File: config.mk
export PLATFORM = sky130hd
export DESIGN_NAME = tcp_timer
export DESIGN_NICKNAME = d
export VERILOG_FILES = /design/src/logic/tcp_pkg.sv /design/src/logic/tcp_timer.sv
export SDC_FILE = /design/constraint.sdc
export NUM_CORES = 1
export LEC_CHECK = 0
export ABC_AREA = 1
export ABC_CLOCK_PERIOD_IN_PS = 5500
export BUFFER_PORTS_ARGS = -buffer_cell sky130_fd_sc_hd__clkbuf_2
export CAP_MARGIN = 30
export CORE_MARGIN = 1
export CORE_UTILIZATION = 25
export DETAILED_ROUTE_END_ITERATION = 6
export GPL_ROUTABILITY_DRIVEN = 0
export PLACE_DENSITY = 0.42
export SKIP_LAST_GASP = 1
export SLEW_MARGIN = 0
export SYNTH_ARGS = -nofsm -noshare
export SYNTH_HDL_FRONTEND = slang
export SYNTH_SLANG_ARGS = --single-unit
File: constraint.sdc
create_clock -name clk -period 5.5 [get_ports clk]
set_input_delay 1.1 -clock clk [delete_from_list [all_inputs] [get_ports clk]]
set_output_delay 1.1 -clock clk [all_outputs]
set_load 0.05 [all_outputs]
File: src/logic/tcp_pkg.sv
package tcp_pkg;
  // Register byte offsets on the AXI4-Lite bus.
  localparam logic [7:0] ADDR_CTRL = 8'h00;
  localparam logic [7:0] ADDR_COUNT = 8'h04;
  localparam logic [7:0] ADDR_CMPA = 8'h08;
  localparam logic [7:0] ADDR_CMPB = 8'h0c;
  localparam logic [7:0] ADDR_CAPT = 8'h10;
  localparam logic [7:0] ADDR_FLAGS = 8'h14;
  // Control word field positions.
  localparam int CTRL_MODE_LSB = 0;
  localparam int CTRL_COMA_LSB = 4;
  localparam int CTRL_COMB_LSB = 6;
  localparam int CTRL_PRE_LSB = 8;
  localparam int CTRL_DIRA_BIT = 11;
  localparam int CTRL_DIRB_BIT = 12;
  // Flag bit positions.
  localparam int FLG_OVF = 0;
  localparam int FLG_CMPA = 1;
  localparam int FLG_CMPB = 2;
  localparam int FLG_CAPT = 3;
  // Waveform mode codes that this block honours.
  localparam logic [3:0] MODE_CTC_A = 4'h4;
  localparam logic [3:0] MODE_FPWM8 = 4'h5;
  localparam logic [3:0] MODE_FPWM9 = 4'h6;
  localparam logic [3:0] MODE_FPWM10 = 4'h7;
  localparam logic [3:0] MODE_CTC_CAPT = 4'hc;
  localparam logic [3:0] MODE_FPWM_CAPT = 4'he;
  localparam logic [3:0] MODE_FPWM_A = 4'hf;
  // Fixed tops and the counter maximum.
  localparam logic [15:0] TOP_8BIT = 16'h00ff;
  localparam logic [15:0] TOP_9BIT = 16'h01ff;
  localparam logic [15:0] TOP_10BIT = 16'h03ff;
  localparam logic [15:0] COUNT_MAX = 16'hffff;
  localparam logic [15:0] COUNT_BOTTOM = 16'h0000;
  // Output mode encodings.
  localparam logic [1:0] COM_OFF = 2'h0;
  localparam logic [1:0] COM_TOGGLE = 2'h1;
  localparam logic [1:0] COM_NONINV = 2'h2;
  localparam logic [1:0] COM_INV = 2'h3;
  // Prescaler terminal counts minus one (divide by 1, 8, 64, 256, 1024).
  localparam logic [9:0] PRE_DIV8 = 10'h007;
  localparam logic [9:0] PRE_DIV64 = 10'h03f;
  localparam logic [9:0] PRE_DIV256 = 10'h0ff;
  localparam logic [9:0] PRE_DIV1024 = 10'h3ff;
  localparam logic [31:0] CTRL_RESET = 32'h0000_0000;
  // Decoded control word carried as one bundle.
  typedef struct packed {
    logic dirB;
    logic dirA;
    logic [2:0] preSel;
    logic [1:0] comB;
    logic [1:0] comA;
    logic [3:0] mode;
  } tcp_ctrl_s;
endpackage

File: src/logic/tcp_timer.sv
// What this block does
// - Clear-on-match mode clears counter at A/capture match.
// - Clear-on-match sets A or capture flag at top.
// - Unbuffered top below count runs to maximum first.
// - Clear-on-match output mode 1 toggles output A.
// - Pin driven only while its direction bit set.
// - Clear-on-match overflow flag set on max-to-zero roll.
// - Fast PWM modes count up, bottom to top.
// - Mode 2 set-on-match clear-at-top; mode 3 inverse.
// - Fast PWM top: fixed, capture or A; clear next.
// - Fast PWM flags set on each compare equality.
// - Fast PWM overflow at top, plus top register flag.
// - Fixed top masks high compare bits on write.
// - Capture top takes effect at once, unbuffered.
// - Fast PWM compare A buffered, loaded at top.
// - Compare zero spikes; compare top gives constant level.
// - Mode 15 output mode 1 toggles output A.
// - Counter advances per prescaled timer clock.
// - Counter write blocks matches next timer cycle.
// - Output mode 0 leaves state; nonzero overrides port.
// - Reset clears internal compare output states.
// - Output mode changes act at next match or top; port override switches next clock.
//
// The register offsets and the AXI4-Lite register port were decided locally.
`timescale 1ns/1ns
module tcp_timer
  import tcp_pkg::*;
(
  input wire logic clk,
  input wire logic sys_rst,
  input wire logic [7:0] s_axi_awaddr,
  input wire logic s_axi_awvalid,
  output logic s_axi_awready,
  input wire logic [31:0] s_axi_wdata,
  input wire logic [3:0] s_axi_wstrb,
  input wire logic s_axi_wvalid,
  output logic s_axi_wready,
  output logic [1:0] s_axi_bresp,
  output logic s_axi_bvalid,
  input wire logic s_axi_bready,
  input wire logic [7:0] s_axi_araddr,
  input wire logic s_axi_arvalid,
  output logic s_axi_arready,
  output logic [31:0] s_axi_rdata,
  output logic [1:0] s_axi_rresp,
  output logic s_axi_rvalid,
  input wire logic s_axi_rready,
  input wire logic [1:0] portData,
  output logic [1:0] pinOut,
  output logic [1:0] pinOe
);

  // Word with byte enables merged over an old value.
  function automatic logic [31:0] mergeBytes(input logic [31:0] oldV, input logic [31:0] newV,
                                             input logic [3:0] strb);
    logic [31:0] res;
    res = oldV;
    for (int i = 0; i < 4; i++) begin
      if (strb[i]) begin
        res[i*8 +: 8] = newV[i*8 +: 8];
      end
    end
    return res;
  endfunction

  // Mask a compare value to the active fixed resolution.
  function automatic logic [15:0] maskFixed(input logic [3:0] mode, input logic [15:0] v);
    case (mode)
      MODE_FPWM8: maskFixed = v & TOP_8BIT;
      MODE_FPWM9: maskFixed = v & TOP_9BIT;
      MODE_FPWM10: maskFixed = v & TOP_10BIT;
      default: maskFixed = v;
    endcase
  endfunction

  // Register state.
  logic [31:0] ctrl_r; // Control word.
  tcp_ctrl_s cfg; // Decoded control fields.
  logic [15:0] count_r; // Counter.
  logic [15:0] cmpA_r; // Active compare A value.
  logic [15:0] cmpABuf_r; // Compare A buffer written by software.
  logic [15:0] cmpB_r; // Compare B value.
  logic [15:0] capt_r; // Capture value, also a top source.
  logic [3:0] flags_r; // Sticky event flags.
  logic [1:0] ocState_r; // Internal compare output states.
  logic [9:0] preCnt_r; // Prescaler counter.
  logic blockNext_r; // Counter was written; block next tick's matches.
  // Bus handshake state.
  logic awHeld_r;
  logic wHeld_r;
  logic [7:0] awAddr_r;
  logic [31:0] wData_r;
  logic [3:0] wStrb_r;

  assign cfg = tcp_ctrl_s'(ctrl_r[12:0]);

  // Mode decode.
  logic isCtc;
  logic isFpwm;
  logic [15:0] topVal;
  logic tick;
  logic atTop;
  logic matchA;
  logic matchB;
  logic wrFire;
  logic wrCount;
  logic wrCmpA;
  logic wrCmpB;
  logic wrCapt;
  logic wrFlags;
  logic wrCtrl;
  logic [31:0] wWord;
  logic [9:0] preLimit;

  assign isCtc = (cfg.mode == MODE_CTC_A) || (cfg.mode == MODE_CTC_CAPT);
  assign isFpwm = (cfg.mode == MODE_FPWM8) || (cfg.mode == MODE_FPWM9) ||
                  (cfg.mode == MODE_FPWM10) || (cfg.mode == MODE_FPWM_CAPT) ||
                  (cfg.mode == MODE_FPWM_A);

  // Top selection per mode; capture is used live, unbuffered.
  always_comb begin
    case (cfg.mode)
      MODE_CTC_A: topVal = cmpA_r;
      MODE_CTC_CAPT: topVal = capt_r;
      MODE_FPWM8: topVal = TOP_8BIT;
      MODE_FPWM9: topVal = TOP_9BIT;
      MODE_FPWM10: topVal = TOP_10BIT;
      MODE_FPWM_CAPT: topVal = capt_r;
      MODE_FPWM_A: topVal = cmpA_r;
      default: topVal = COUNT_MAX;
    endcase
  end

  // Prescaler terminal count selection.
  always_comb begin
    case (cfg.preSel)
      3'h1: preLimit = PRE_DIV8;
      3'h2: preLimit = PRE_DIV64;
      3'h3: preLimit = PRE_DIV256;
      3'h4: preLimit = PRE_DIV1024;
      default: preLimit = 10'h000;
    endcase
  end

  assign tick = (preCnt_r >= preLimit);
  // Equality only; a top below the count is simply missed until wrap.
  assign atTop = (isCtc || isFpwm) && (count_r == topVal);
  assign matchA = (count_r == cmpA_r) && !blockNext_r;
  assign matchB = (count_r == cmpB_r) && !blockNext_r;

  // Write decode once both address and data are held.
  assign wrFire = awHeld_r && wHeld_r && !s_axi_bvalid;
  assign wWord = wData_r;
  assign wrCtrl = wrFire && (awAddr_r == ADDR_CTRL);
  assign wrCount = wrFire && (awAddr_r == ADDR_COUNT);
  assign wrCmpA = wrFire && (awAddr_r == ADDR_CMPA);
  assign wrCmpB = wrFire && (awAddr_r == ADDR_CMPB);
  assign wrCapt = wrFire && (awAddr_r == ADDR_CAPT);
  assign wrFlags = wrFire && (awAddr_r == ADDR_FLAGS);

  // Prescaler: free-running divide, restarts at each tick.
  always_ff @(posedge clk) begin
    if (sys_rst || tick) begin
      preCnt_r <= 10'h000;
    end else begin
      preCnt_r <= preCnt_r + 10'h001;
    end
  end

  // Match blocking: armed by a counter write, cleared by the next tick.
  always_ff @(posedge clk) begin
    if (sys_rst) begin
      blockNext_r <= 1'b0;
    end else if (wrCount) begin
      blockNext_r <= 1'b1;
    end else if (tick) begin
      blockNext_r <= 1'b0;
    end
  end

  // Counter value with the written bytes merged in; only the low half is kept.
  logic [31:0] countMerged;
  assign countMerged = mergeBytes({16'h0000, count_r}, wWord, wStrb_r);

  // Counter: clears after top, otherwise counts up and wraps at maximum.
  always_ff @(posedge clk) begin
    if (sys_rst) begin
      count_r <= COUNT_BOTTOM;
    end else if (wrCount) begin
      count_r <= countMerged[15:0];
    end else if (tick) begin
      if (atTop && !blockNext_r) begin
        count_r <= COUNT_BOTTOM;
      end else begin
        count_r <= count_r + 16'h0001;
      end
    end
  end

  // Compare registers, capture register and the A buffer.
  always_ff @(posedge clk) begin
    if (sys_rst) begin
      cmpA_r <= COUNT_BOTTOM;
      cmpABuf_r <= COUNT_BOTTOM;
      cmpB_r <= COUNT_BOTTOM;
      capt_r <= COUNT_BOTTOM;
    end else begin
      if (wrCmpA) begin
        cmpABuf_r <= maskFixed(cfg.mode, wWord[15:0]);
        if (!isFpwm) begin
          cmpA_r <= maskFixed(cfg.mode, wWord[15:0]);
        end
      end else if (isFpwm && tick && atTop && !blockNext_r) begin
        cmpA_r <= cmpABuf_r;
      end
      if (wrCmpB) begin
        cmpB_r <= maskFixed(cfg.mode, wWord[15:0]);
      end
      if (wrCapt) begin
        capt_r <= wWord[15:0];
      end
    end
  end

  // Control word.
  always_ff @(posedge clk) begin
    if (sys_rst) begin
      ctrl_r <= CTRL_RESET;
    end else if (wrCtrl) begin
      ctrl_r <= mergeBytes(ctrl_r, wWord, wStrb_r) & 32'h0000_1fff;
    end
  end

  // Event flags: set wins over a write-one-to-clear in the same cycle.
  logic [3:0] flagSet;
  always_comb begin
    flagSet = 4'h0;
    if (tick) begin
      if (isCtc) begin
        flagSet[FLG_OVF] = (count_r == COUNT_MAX);
        flagSet[FLG_CMPA] = matchA;
        flagSet[FLG_CMPB] = matchB;
        flagSet[FLG_CAPT] = (cfg.mode == MODE_CTC_CAPT) && atTop && !blockNext_r;
      end else if (isFpwm) begin
        flagSet[FLG_OVF] = atTop && !blockNext_r;
        flagSet[FLG_CMPA] = matchA;
        flagSet[FLG_CMPB] = matchB;
        flagSet[FLG_CAPT] = (cfg.mode == MODE_FPWM_CAPT) && atTop && !blockNext_r;
      end
    end
  end

  always_ff @(posedge clk) begin
    if (sys_rst) begin
      flags_r <= 4'h0;
    end else if (wrFlags && wStrb_r[0]) begin
      flags_r <= (flags_r & ~wWord[3:0]) | flagSet;
    end else begin
      flags_r <= flags_r | flagSet;
    end
  end

  // Per-channel output mode and match, channel A at index 0; mode bits are live.
  logic [1:0][1:0] chCom;
  logic [1:0] chMatch;
  assign chCom = {cfg.comB, cfg.comA};
  assign chMatch = {matchB, matchA};

  // Compare output waveform per channel; mode bits read live at the match.
  always_ff @(posedge clk) begin
    if (sys_rst) begin
      ocState_r <= 2'b00;
    end else if (tick) begin
      for (int c = 0; c < 2; c++) begin
        if (isCtc) begin
          if (chMatch[c] && chCom[c] == COM_TOGGLE && c == 0) begin
            ocState_r[c] <= ~ocState_r[c];
          end
        end else if (isFpwm) begin
          if (chCom[c] == COM_TOGGLE) begin
            if (c == 0 && cfg.mode == MODE_FPWM_A && chMatch[c]) begin
              ocState_r[c] <= ~ocState_r[c];
            end
          end else if (chCom[c] == COM_NONINV || chCom[c] == COM_INV) begin
            // Match wins over top so compare equal to top holds a level.
            if (chMatch[c]) begin
              ocState_r[c] <= (chCom[c] == COM_NONINV);
            end else if (atTop && !blockNext_r) begin
              ocState_r[c] <= (chCom[c] == COM_INV);
            end
          end // Mode 0: no action.
        end
      end
    end
  end

  // Pin drive: compare state overrides port data when mode is nonzero.
  always_ff @(posedge clk) begin
    if (sys_rst) begin
      pinOut <= 2'b00;
      pinOe <= 2'b00;
    end else begin
      pinOut[0] <= (cfg.comA != COM_OFF) ? ocState_r[0] : portData[0];
      pinOut[1] <= (cfg.comB != COM_OFF) ? ocState_r[1] : portData[1];
      pinOe <= {cfg.dirB, cfg.dirA};
    end
  end

  // AXI4-Lite write channels: take address and data in either order.
  always_ff @(posedge clk) begin
    if (sys_rst) begin
      awHeld_r <= 1'b0;
      wHeld_r <= 1'b0;
      awAddr_r <= 8'h00;
      wData_r <= 32'h0000_0000;
      wStrb_r <= 4'h0;
      s_axi_awready <= 1'b0;
      s_axi_wready <= 1'b0;
      s_axi_bvalid <= 1'b0;
      s_axi_bresp <= 2'b00;
    end else begin
      s_axi_awready <= !awHeld_r && !s_axi_awready && s_axi_awvalid;
      s_axi_wready <= !wHeld_r && !s_axi_wready && s_axi_wvalid;
      if (s_axi_awvalid && s_axi_awready) begin
        awHeld_r <= 1'b1;
        awAddr_r <= s_axi_awaddr;
      end
      if (s_axi_wvalid && s_axi_wready) begin
        wHeld_r <= 1'b1;
        wData_r <= s_axi_wdata;
        wStrb_r <= s_axi_wstrb;
      end
      if (wrFire) begin
        s_axi_bvalid <= 1'b1;
        s_axi_bresp <= (awAddr_r[1:0] == 2'b00 && awAddr_r <= ADDR_FLAGS) ? 2'b00 : 2'b10;
      end else if (s_axi_bvalid && s_axi_bready) begin
        s_axi_bvalid <= 1'b0;
        awHeld_r <= 1'b0;
        wHeld_r <= 1'b0;
      end
    end
  end

  // AXI4-Lite read channel: one cycle to accept, data the next.
  always_ff @(posedge clk) begin
    if (sys_rst) begin
      s_axi_arready <= 1'b0;
      s_axi_rvalid <= 1'b0;
      s_axi_rdata <= 32'h0000_0000;
      s_axi_rresp <= 2'b00;
    end else begin
      s_axi_arready <= !s_axi_arready && !s_axi_rvalid && s_axi_arvalid;
      if (s_axi_arvalid && s_axi_arready) begin
        s_axi_rvalid <= 1'b1;
        s_axi_rresp <= 2'b00;
        case (s_axi_araddr)
          ADDR_CTRL: s_axi_rdata <= ctrl_r;
          ADDR_COUNT: s_axi_rdata <= {16'h0000, count_r};
          ADDR_CMPA: s_axi_rdata <= {16'h0000, isFpwm ? cmpABuf_r : cmpA_r};
          ADDR_CMPB: s_axi_rdata <= {16'h0000, cmpB_r};
          ADDR_CAPT: s_axi_rdata <= {16'h0000, capt_r};
          ADDR_FLAGS: s_axi_rdata <= {28'h0000000, flags_r};
          default: begin
            s_axi_rdata <= 32'h0000_0000;
            s_axi_rresp <= 2'b10;
          end
        endcase
      end else if (s_axi_rvalid && s_axi_rready) begin
        s_axi_rvalid <= 1'b0;
      end
    end
  end

  // Fast PWM wrap: counter at top on a free tick clears next cycle.
  property p_wrap;
    @(posedge clk) disable iff (sys_rst)
    (tick && isFpwm && atTop && !blockNext_r && !wrCount) |=> (count_r == COUNT_BOTTOM);
  endproperty
  a_wrap: assert property (p_wrap) else $error("counter did not clear after top");

  property p_ovf;
    @(posedge clk) disable iff (sys_rst)
    (tick && isFpwm && atTop && !blockNext_r) |=> flags_r[FLG_OVF];
  endproperty
  a_ovf: assert property (p_ovf) else $error("overflow flag missing at top");

  property p_block;
    @(posedge clk) disable iff (sys_rst)
    (wrCount && !tick) |=> (!matchA && !matchB);
  endproperty
  a_block: assert property (p_block) else $error("match not blocked after count write");

  property p_oe;
    @(posedge clk) disable iff (sys_rst)
    ##1 (pinOe == {$past(cfg.dirB), $past(cfg.dirA)});
  endproperty
  a_oe: assert property (p_oe) else $error("pin enable disagrees with direction");

  property p_load;
    @(posedge clk) disable iff (sys_rst)
    (tick && isFpwm && atTop && !blockNext_r && !wrCmpA) |=> (cmpA_r == $past(cmpABuf_r));
  endproperty
  a_load: assert property (p_load) else $error("compare A not loaded at top");

  property p_ctcToggle;
    @(posedge clk) disable iff (sys_rst)
    (tick && isCtc && matchA && cfg.comA == COM_TOGGLE) |=> (ocState_r[0] != $past(ocState_r[0]));
  endproperty
  a_ctcToggle: assert property (p_ctcToggle) else $error("output A did not toggle");

  property p_ctcOvf;
    @(posedge clk) disable iff (sys_rst)
    (tick && isCtc && count_r == COUNT_MAX) |=> flags_r[FLG_OVF];
  endproperty
  a_ctcOvf: assert property (p_ctcOvf) else $error("overflow flag missing on roll");

  property p_nonInv;
    @(posedge clk) disable iff (sys_rst)
    (tick && isFpwm && matchA && cfg.comA == COM_NONINV) |=> ocState_r[0];
  endproperty
  a_nonInv: assert property (p_nonInv) else $error("output A not set at match");

endmodule // tcp_timer
## Yosys cells after proc, flatten, opt, wreduce, memory -nomap -nowiden

Cells that the tools add are included.

| storage, ports and cells | value |
|---|---|
| bits in registers | 183 |
| output and inout port bits | 45 |
| logic and storage cells | 192 |

| operators by class | value |
|---|---|
| add/sub/neg operators | 2 |
| order comparisons | 2 |
| eq/ne operators | 36 |
| multiplexer cells | 43 |
| bitwise gates (word level) | 7 |
| reduce and logical (&&, ||, !) cells | 74 |

Operators with widths:

| operator | number |
|---|---|
| $mux 16 | 7 |
| $pmux 16 s6 | 1 |
| $pmux 16 s5 | 1 |
| $eq 16x16->1 | 3 |
| $pmux 16 s3 | 1 |
| $pmux 10 s4 | 1 |
| $logic_and 1x1->1 | 34 |
| $eq 8x4->1 const B | 4 |
| $eq 8x5->1 const B | 4 |
| $mux 1 | 24 |
| $add 16x1->16 const B | 1 |
| $eq 16x16->1 const B | 1 |
| $eq 4x3->1 const B | 4 |
| $eq 8x3->1 const B | 2 |
| $logic_not 8->1 | 2 |
| $mux 4 | 4 |
| $mux 8 | 2 |
| $reduce_bool 2->1 | 8 |
| $eq 4x4->1 const B | 3 |
| $reduce_and 6->1 | 2 |
| $add 10x1->10 const B | 1 |
| $ge 10x10->1 | 1 |
| $reduce_and 2->1 | 5 |
| $logic_or 1x1->1 | 9 |
| other kinds (20) | 39 |

## Longest topological paths before layout

Gate-level depths: netlist (run 1).

| depth | value |
|---|---|
| depth after elaboration | 14 |
| mapped depth | 19 |
| mapped depth without buffers | 19 |

## Worst setup path after synthesis (run 1)

Ideal clock, no wire load.

| timing path | value |
|---|---|
| kind | input -> register |
| start | input port s_axi_araddr[7] |
| end | register s_axi_rdata[3] |
| library setup time | 0.070 ns |
| data arrival time | 2.660 ns |
| data required time | 5.430 ns |
| path slack | 2.770 ns |
| stages on the path | 10 |
| cells stage by stage | nor2_1 > inv_1 > nor3_1 > inv_1 > nor3_1 > clkbuf_1 > o211ai_1 > nand4_1 > nand2_1 > a21oi_1 |

| on the way | value |
|---|---|
| word-level cells in the longest chain between the ends | 2 |
| elaborated cells on any way between the ends | 7 |
| those cells by class | 5 x eq/ne; 1 x mux; 1 x reduce/logical |

RTL lines:

| what | line | RTL |
|---|---|---|
| from (decl) | tcp_timer.sv:41 | `input wire logic [7:0] s_axi_araddr,` |
| $eq 8x5->1 (tied with other cells) | tcp_timer.sv:356 | `case (s_axi_araddr)` |
| $pmux 16 s6 (*) | tcp_timer.sv:356 |  |
| to (signal assigned) | tcp_timer.sv:357 | `ADDR_CTRL: s_axi_rdata <= ctrl_r;` |
| to (signal assigned) | tcp_timer.sv:358 | `ADDR_COUNT: s_axi_rdata <= {16'h0000, count_r};` |
| to (signal assigned) | tcp_timer.sv:359 | `ADDR_CMPA: s_axi_rdata <= {16'h0000, isFpwm ? cmpABuf_r : cmpA_r};` |
| to (decl) | tcp_timer.sv:44 | `output logic [31:0] s_axi_rdata,` |

Mark *: on every way between the ends. The rest lies on a longest branch, timed or not.
A chain may end at the register's enable or synchronous reset.

## Final worst setup path (run 1)

| timing path | value |
|---|---|
| start | register ctrl_r[8] |
| end | register count_r[7] |

| on the way | value |
|---|---|
| word-level cells in the longest chain between the ends | 5 |
| elaborated cells on any way between the ends | 8 |
| those cells by class | 1 x order compare; 4 x eq/ne; 1 x mux; 2 x reduce/logical |

RTL lines:

| what | line | RTL |
|---|---|---|
| from (decl) | tcp_timer.sv:77 | `logic [31:0] ctrl_r;` |
| from (signal assigned) | tcp_timer.sv:230 | `ctrl_r <= mergeBytes(ctrl_r, wWord, wStrb_r) & 32'h0000_1fff;` |
| $eq 3x3->1 (tied with other cells) | tcp_timer.sv:136 | `case (cfg.preSel)` |
| $pmux 10 s4 (*) | tcp_timer.sv:136 |  |
| $ge 10x10->1 (*) | tcp_timer.sv:145 | `assign tick = (preCnt_r >= preLimit);` |
| $reduce_bool 2->1 (no line) (*) | n/a |  |
| $reduce_and 2->1 (no line) (*) | n/a |  |
| to (signal assigned) | tcp_timer.sv:190 | `count_r <= countMerged[15:0];` |
| to (signal assigned) | tcp_timer.sv:195 | `count_r <= count_r + 16'h0001;` |
| to (decl) | tcp_timer.sv:79 | `logic [15:0] count_r;` |

Marked as above.

==> results.toml, run 1 <==
[setup_path]
cp_top_family = "compound AO/OA/AOI/OAI gates"
worst-path-buf-inv = 5
criticalPathCategory = "flop to flop"
worstReg2RegStart = "ctrl_r[8]"
crit_path_frequent_cell = "inv_1"
max_stage_delay_ps = 690
worst_ep_arrival_time_ps = 3990
ff2ff_setup_slack_ps = 1830
reg2reg_to = "count_r[7]"
worstSetupEndpointType = "flop"
startpoint_type = "flop"
crit_path_max_fanout = 9
rr_worst_depth = 17
crit_chain = "nor2_1 -> inv_1 -> nor2_1 -> inv_1 -> nand2_1 -> inv_1 -> ha_1 -> a21oi_1 -> nor2_1 -> a211oi_1 -> o2111ai_1 -> nand2_1 -> inv_1 -> a21oi_1 -> inv_1 -> o21ai_0 -> a21oi_1"
cp.required_ps = 5820
crit_path_top_delay_cell = "a21oi_1"

[floorplan]
initial_utilization_pct = 25.4
io_pins = 106
dieArea_um2 = 35700
die_x_um = 189
coreArea_um2 = 34500
die_h_um = 189
std_cell_rows = 68

[timing]
drv_slew = 0
worstMarginPinSlew_ps = 940
grt_setup_unrepaired = "no"
period_share_pct = 66.7
clock.fmax_ghz = 0.273
skew_ps = 15.2
max_slew_margin_pct = 36.7
hold_violations = 0
setup_tns_ps = 0
worst_hold_slack_ps = 446
finalCriticalPeriod_ps = 3670
finalSetupViolations = 0

[worst_hold_path]
worstHoldPathCells = 1
hold-path-endpoint = "s_axi_arready"
min_from = "s_axi_arready"
hold_path.class = "flop to flop"

[logic_synthesis]
synthMuxAreaShare_pct = 0
yosysUniqueCellTypes = 39
synthFlopType = "dfxtp_1"
synth_area_um2 = 8750
synth_fa_ha_area_share_pct = 1.72
synth-xor-area-share_pct = 2.00
yosysWarnings = 0
synth_top_area_cell = "dfxtp_1"
yosys.area.top_type_share_pct = 37.8
synth_seq_area_share_pct = 37.8
synth_top_family_by_area = "simple AND/OR/NAND/NOR gates"
yosys_register_bits = 165
syn_inst = 1319
synth.area.top_cells = "dfxtp_1 (38%), nand2_1 (12%), a21oi_1 (7.8%)"
postSynthAreaPerCell_um2 = 6.63
synth_compound_area_share_pct = 19.9
synth-simple-area-share_pct = 28.8
async_flop_share_pct = 0
synth_edf_count = 0

[pwr]
vdd_drop_max_mv = 0.210
p_total_w = 0.00259
p_per_area_nw_per_um2 = 256
p_leak_nw = 4.17

[grt]
grt_pass1_wl_um = 50100
grt_overflow = 0
grt_max_degree = 54
antenna_found_initial = 0
first_global_vias = 8380
grtUsageTotal_pct = 18.6

[cts]
clock_path_buffers = 2
cts_hold_buffers = 0
clk_pin_slew_ps = 70
h-tree-depth = 4
cts_tree = "yes"
numCtsBuffers = 17
clkLatencyLatePin_ps = 440
cts_setup_buffers = 0
cts_resized = 0
clock-sinks = 165
clock_tree.root_cell = "clkbuf_16"

[placement]
portBuffers = 69
dp_hpwl_um = 24200
dpl.cell_count = 1799
place_area_um2 = 9550

[final_layout]
instances_no_fill = 1831
nets = 1436
n_antenna_cell = 0
drive_above_1_share_pct = 9.81
final_area_um2 = 10100
syn_to_final_growth_pct = 15.7

[route]
dr.pass1.iters = 5
ant_nets = 0
vias_per_cell = 4.79
drtIter0Drc = 605
wl_um = 32400
vias = 8778
wl_per_cell_um = 17.7
drc = 0

[job]
cap_violations = 0

[status]
status = "complete, no violations"
cells in the final DEF (no fill, tap or decap), types with 2 or more instances in the layout:
cell	netlist	routed
nand2_1	290	290
dfxtp_1	165	165
nor2_1	153	152
a21oi_1	136	136
inv_1	122	122
o21ai_0	122	122
nand3_1	85	85
clkbuf_2	0	69
nand4_1	31	31
o22ai_1	18	18
nor3_1	20	18
conb_1	1	18
clkbuf_16	0	17
buf_4	19	16
ha_1	12	12
xor2_1	11	11
xnor2_1	9	9
a21boi_1	8	8
a211oi_1	7	7
o211ai_1	7	7
o2111ai_1	5	5
or2_2	5	5
nand3b_1	4	4
a21boi_0	4	4
inv_6	0	4
nor4_1	4	3
nor2_2	2	3
a32o_1	3	3
o31ai_1	3	3
clkinv_4	0	3
inv_8	0	3
clkinv_2	0	3
inv_2	1	2
clkinv_1	3	2
a31oi_1	3	2
buf_16	0	2
synthesized netlist by cell type (all sizes together), types with 5 or more instances:
master	number
or2	5
inv	123
o22ai	18
nand2	291
clkbuf	49
a21boi	12
o2111ai	5
buf	30
nor3	20
dfxtp	165
o211ai	7
xor2	11
nor2	156
a211oi	7
ha	12
o21ai	122
xnor2	9
a21oi	136
nand4	32
nand3	85
kinds of logic (layout without fill, tap and decap cells):
family                   after synthesis  count (layout)
AND/OR/NAND/NOR                      597             597
buffers and inverters                205             245
XOR/XNOR                              20              20
adder cells (fa/ha/maj)               12              12
flip-flops                           165             165
other                                  1              18
AO/OA/AOI/OAI                        319             319
worst max path at each step:
stage                          startpoint              to  slack [ps]  cells after the start
final                           ctrl_r[8]      count_r[7]        1830                     17
after global routing            ctrl_r[8]      count_r[6]        1520                     17
after CTS                       ctrl_r[8]      count_r[7]        1810                     17
after detailed placement        ctrl_r[8]      count_r[0]        1830                     17
after global placement          ctrl_r[8]      count_r[7]        1880                     17
after floorplan           s_axi_araddr[7]  s_axi_rdata[3]        2770                     10
routing by layer:
layer	wire, µm	GRT usage (%)	up-vias	share of wire, %
met3	1700	3.32	24	5.2
met4	422	4.84	0	1.3
met1	16400	26.8	4086	51
met5	0	0	-	0
li1	-	-	4437	-
met2	13900	28.5	231	43
state kept, by name, summed over array words and instances, names as in the netlist, 2 cells and up:
signal	count
s_axi_rdata	16
awAddr_r	8
pinOut	2
wData_r	16
cmpB_r	16
pinOe	2
preCnt_r	10
cmpA_r	16
ctrl_r	13
wStrb_r	2
capt_r	16
flags_r	4
count_r	16
cmpABuf_r	16
ocState_r	2
layout make-up:
| cell class | count | area [µm²] |
|---|---|---|
| sequential | 165 | 3300 |
| fill | 3874 | 24300 |
| clock buffer | 18 | 429 |
| clock inverter | 14 | 140 |
| multi-input combinational | 966 | 4680 |
| inverter | 126 | 473 |
| timing repair buffer | 87 | 520 |
| tap | 455 | 569 |
through the flow:
step	util [%]	setup slack [ps]
after floorplan	-	2770
after global placement	27.5	1880
after detailed placement	27.7	1830
after CTS	29.4	1810
after global routing	29.4	1520
final	29.4	1830
power breakdown:
part           internal, W  switching, W  total (W)
combinational    0.0000412      0.000123   0.000164
clock             0.000638      0.000560    0.00120
sequential         0.00121     0.0000187    0.00123
Note: power is estimated with default switching activity, not from simulation.
==> run 2: changes to the inputs <==
Settings changed: ABC_CLOCK_PERIOD_IN_PS 5500 to 3700.
Clock period 5.5 ns to 3.7 ns, I/O delays scaled along.
==> results.toml, run 2 (synthesis gave the netlist of run 1 again) <==
[pwr]
p_leak_nw = 4.17
p_per_area_nw_per_um2 = 384
vdd_drop_max_mv = 0.325

[grt]
grt_overflow = 0
grt_max_degree = 49
antenna_found_initial = 0
first_global_vias = 8474
grtUsageTotal_pct = 18.7
grt_pass1_wl_um = 50300

[route]
dr.pass1.iters = 5
vias = 8860
wl_per_cell_um = 17.8
drc = 0
ant_nets = 0
drtIter0Drc = 558
vias_per_cell = 4.83
wl_um = 32700

[setup_path]
cp.depth = 18
crit_path_frequent_cell = "inv_1"
startpoint_type = "flop"
worst-path-buf-inv = 6
worst_ep_arrival_time_ps = 3400
worstSetupEndpointType = "flop"
rr_worst_depth = 18
criticalPathCategory = "flop to flop"
ff2ff_setup_slack_ps = 640
max_stage_delay_ps = 380
cp.required_ps = 4030
cp_top_family = "compound AO/OA/AOI/OAI gates"
crit_path_top_delay_cell = "a21oi_2"
crit_chain = "nor2_1 -> inv_1 -> nor2_1 -> inv_1 -> nand2_1 -> inv_1 -> ha_1 -> a21oi_1 -> nor2_1 -> a211oi_1 -> o2111ai_1 -> buf_4 -> nand2_1 -> inv_1 -> a21oi_2 -> inv_1 -> o21ai_0 -> a21oi_1"
crit_path_max_fanout = 9

[placement]
dp_hpwl_um = 24300
portBuffers = 69

[cts]
cts_resized = 0
numCtsBuffers = 17
cts_tree = "yes"
h-tree-depth = 4
cts_setup_buffers = 0
cts_hold_buffers = 0
clock-sinks = 165
clkLatencyLatePin_ps = 440
clk_pin_slew_ps = 70
clock_tree.root_cell = "clkbuf_16"
clock_path_buffers = 2

[timing]
worstMarginPinSlew_ps = 872
drv_slew = 0
grt_setup_unrepaired = "no"
clock.fmax_ghz = 0.326
finalCriticalPeriod_ps = 3060
max_slew_margin_pct = 41.3
period_share_pct = 82.8
hold_violations = 0
worst_hold_slack_ps = 441
finalSetupViolations = 0
setup_tns_ps = 0
skew_ps = 14.5

[floorplan]
coreArea_um2 = 34500
io_pins = 106
initial_utilization_pct = 25.4
die_h_um = 189
dieArea_um2 = 35700
die_x_um = 189
std_cell_rows = 68

[final_layout]
layout_common_cells = "nand2_1 (290), dfxtp_1 (165), nor2_1 (153), a21oi_1 (135)"
nets = 1440
fill_cells = 3889
drive_above_1_share_pct = 9.93
final_common_cell = "nand2_1"
n_antenna_cell = 0
syn_to_final_growth_pct = 15.9

[worst_hold_path]
hold_path.class = "flop to flop"
worstHoldPathCells = 1

[status]
status = "complete, no violations"

[job]
cap_violations = 0
## run 2: changes by cell type in the layout (fill, tap and decap cells not counted), moves of 2 or more
cell and delta:
clkinv_2 -2, inv_8 -2, clkinv_4 -2, buf_4 +4, clkinvlp_4 +2
## run 2: layer usage
metal	global-route usage (%)	vias to the layer above	wire [µm]	part of all wire, %
met3	3.89	28	1820	5.6
li1	-	4442	-	-
met4	4.99	0	554	1.7
met5	0	-	0	0
met2	28.6	225	14300	44
met1	26.3	4165	16100	49
## run 2: power breakdown
part | internal (W) | leakage (nW) | switching [W]
registers | 0.00180 | 1.33 | 0.0000286
clock network | 0.00101 | 0.277 | 0.000815
logic | 0.0000616 | 2.56 | 0.000182
total | 0.00287 | 4.17 | 0.00103
## run 2: through the flow
step	util, %	setup slack [ps]	total power, W	area (µm²)	cells
detailed placement	27.7	332	0.00211	9560	1803
CTS	29.4	326	0.00395	10100	1834
global route	29.4	259	0.00405	10100	1834
finish	29.4	637	0.00389	10100	1834
global placement	27.7	303	0.00211	9530	1802
floorplan	-	990	0.00204	8810	1336
## run 2: path summary, 6_finish.rpt
| check | start | to |
|---|---|---|
| max | ctrl_r[9] | count_r[0] |
| min | s_axi_awready | s_axi_awready |
| max reg2reg | ctrl_r[9] | count_r[0] |
| min reg2reg | s_axi_awready | s_axi_awready |
## run 2: layout make-up
class | count | area, µm² | area share [%]
multi-input cells | 966 | 4680 | 46.1
flip-flops and latches | 165 | 3300 | 32.6
well taps | 455 | 569 | 5.61
repair buffers | 91 | 543 | 5.35
inverters | 126 | 473 | 4.66
clock buffers | 19 | 433 | 4.27
clock inverters | 12 | 144 | 1.42
==> run 3: changes to the inputs <==
Settings changed: ABC_CLOCK_PERIOD_IN_PS 3700 to 2830.
Clock period 3.7 ns to 2.83 ns, I/O delays scaled along.
==> results.toml, run 3 (synthesis gave the netlist of run 1 again) <==
[status]
status = "complete, no violations"

[route]
drtIter0Drc = 759
drc = 0
ant_nets = 0
vias_per_cell = 4.78
wl_per_cell_um = 17.7
wl_um = 33200
vias = 8939
dr.pass1.iters = 6

[floorplan]
initial_utilization_pct = 25.4
die_x_um = 189
std_cell_rows = 68
dieArea_um2 = 35700
io_pins = 106
coreArea_um2 = 34500
die_h_um = 189

[timing]
max_slew_margin_pct = 46.7
setup_tns_ps = 0
finalSetupViolations = 0
skew_ps = 13.7
clock.fmax_ghz = 0.377
finalCriticalPeriod_ps = 2660
period_share_pct = 93.8
worstMarginPinSlew_ps = 798
hold_violations = 0
drv_slew = 0

[grt]
antenna_found_initial = 0
grt_pass1_wl_um = 50200
grtUsageTotal_pct = 18.7
first_global_vias = 8400
grt_max_degree = 79
grt_overflow = 0

[final_layout]
nets = 1478
drive_above_1_share_pct = 13.8
n_antenna_cell = 0
final_common_cell = "nand2_1"
fin_util_pct = 30.9
layout_common_cells = "nand2_1 (286), dfxtp_1 (162), nor2_1 (148), a21oi_1 (133), o21ai_0 (118)"
syn_to_final_growth_pct = 21.8

[cts]
h-tree-depth = 4
clk_pin_slew_ps = 70
clock-sinks = 165
cts_tree = "yes"
clock_path_buffers = 2
clkLatencyLatePin_ps = 450
clock_tree.root_cell = "clkbuf_16"
numCtsBuffers = 17

[setup_path]
criticalPathCategory = "flop to flop"
crit_path_max_fanout = 16
crit_path_top_delay_cell = "dfxtp_1"
startpoint_type = "flop"
cp_top_family = "simple AND/OR/NAND/NOR gates"
worst-path-buf-inv = 3
max_stage_delay_ps = 420
crit_chain = "nand2_1 -> inv_1 -> nand2_1 -> nand2_2 -> buf_12 -> nand2_1 -> nand4_1 -> nand2_1 -> nor2_1 -> nand2_1 -> nor2_1 -> nand3_1 -> nand2_2 -> clkinvlp_4 -> nand3_1 -> a21oi_1"
crit_path_frequent_cell = "nand2_1"
cp.required_ps = 3170
worstSetupEndpointType = "flop"
worst_ep_arrival_time_ps = 2990

[pwr]
vdd_drop_max_mv = 0.425
p_leak_nw = 4.40
p_per_area_nw_per_um2 = 484

[placement]
dp_hpwl_um = 24700
portBuffers = 69

[worst_hold_path]
hold_path.class = "input pin to flop"

[job]
cap_violations = 0
[run 3: cell count changes in the layout (fill, tap and decap cells not counted), moves of 4 or more]
| cell | previous run | this run |
|---|---|---|
| inv_6 | 5 | 1 |
| buf_4 | 20 | 45 |
| buf_12 | 1 | 9 |
| inv_2 | 2 | 6 |
| nand2_1 | 290 | 286 |
| o21ai_0 | 122 | 118 |
| inv_1 | 122 | 117 |
| nor2_1 | 153 | 148 |
| o21ai_1 | 0 | 4 |
[run 3: worst paths after layout]
path | start | to | slack, ps | depth (start not counted)
min | s_axi_wvalid | s_axi_wready | 350 | 3
max reg2reg | ctrl_r[2] | count_r[4] | 170 | 16
max | ctrl_r[2] | count_r[4] | 170 | 16
min reg2reg | s_axi_wready | s_axi_wready | 440 | 1
[run 3: metrics by stage]
step	hold slack, ps	total power [W]	setup WS (ps)	cells	cell area, µm²
after global placement	428	0.00276	89.6	1837	9880
final	352	0.00515	174	1871	10700
after detailed placement	440	0.00276	102	1837	9880
after CTS	328	0.00523	74.6	1867	10500
after floorplan	430	0.00266	120	1336	8810
after global routing	337	0.00536	-6.32	1871	10700
[run 3: final cells by class]
type	count	area, µm²
Clock buffer	22	474
Clock inverter	8	124
Fill cell	3867	23800
Inverter	126	477
Multi-Input combinational cell	966	4740
Sequential cell	165	3310
Tap cell	455	569
Timing Repair Buffer	128	951
Timing Repair inverter	1	7.51
[run 3: metal layers]
| metal | share of wire, % | wire length [µm] | track usage (%) |
|---|---|---|---|
| met1 | 49 | 16200 | 26.6 |
| met2 | 43 | 14400 | 28.4 |
| met3 | 6.6 | 2180 | 3.74 |
| met4 | 1.2 | 403 | 4.93 |
| met5 | 0 | 0 | 0 |
[run 3: what timing repair did]
action,in CTS,in global routing
hold buffers,0,0
endpoints found under the setup margin,0,34
setup buffers,0,1
gates resized for setup,0,41
[run 3: report_power, final]
group	total [W]	internal (W)	switching (W)
combinational	0.000320	0.0000829	0.000237
clock	0.00244	0.00145	0.000993
sequential	0.00239	0.00235	0.0000386
total	0.00515	0.00388	0.00127
[run 3: worst reg2reg max path, cell delays in order, from the launching register on]
cell	delay, ps
dfxtp_1	420
nand2_1	140
inv_1	90
nand2_1	100
nand2_2	110
buf_12	160
nand2_1	90
nand4_1	70
nand2_1	140
nor2_1	150
nand2_1	60
nor2_1	140
nand3_1	250
nand2_2	260
clkinvlp_4	210
nand3_1	110
a21oi_1	60
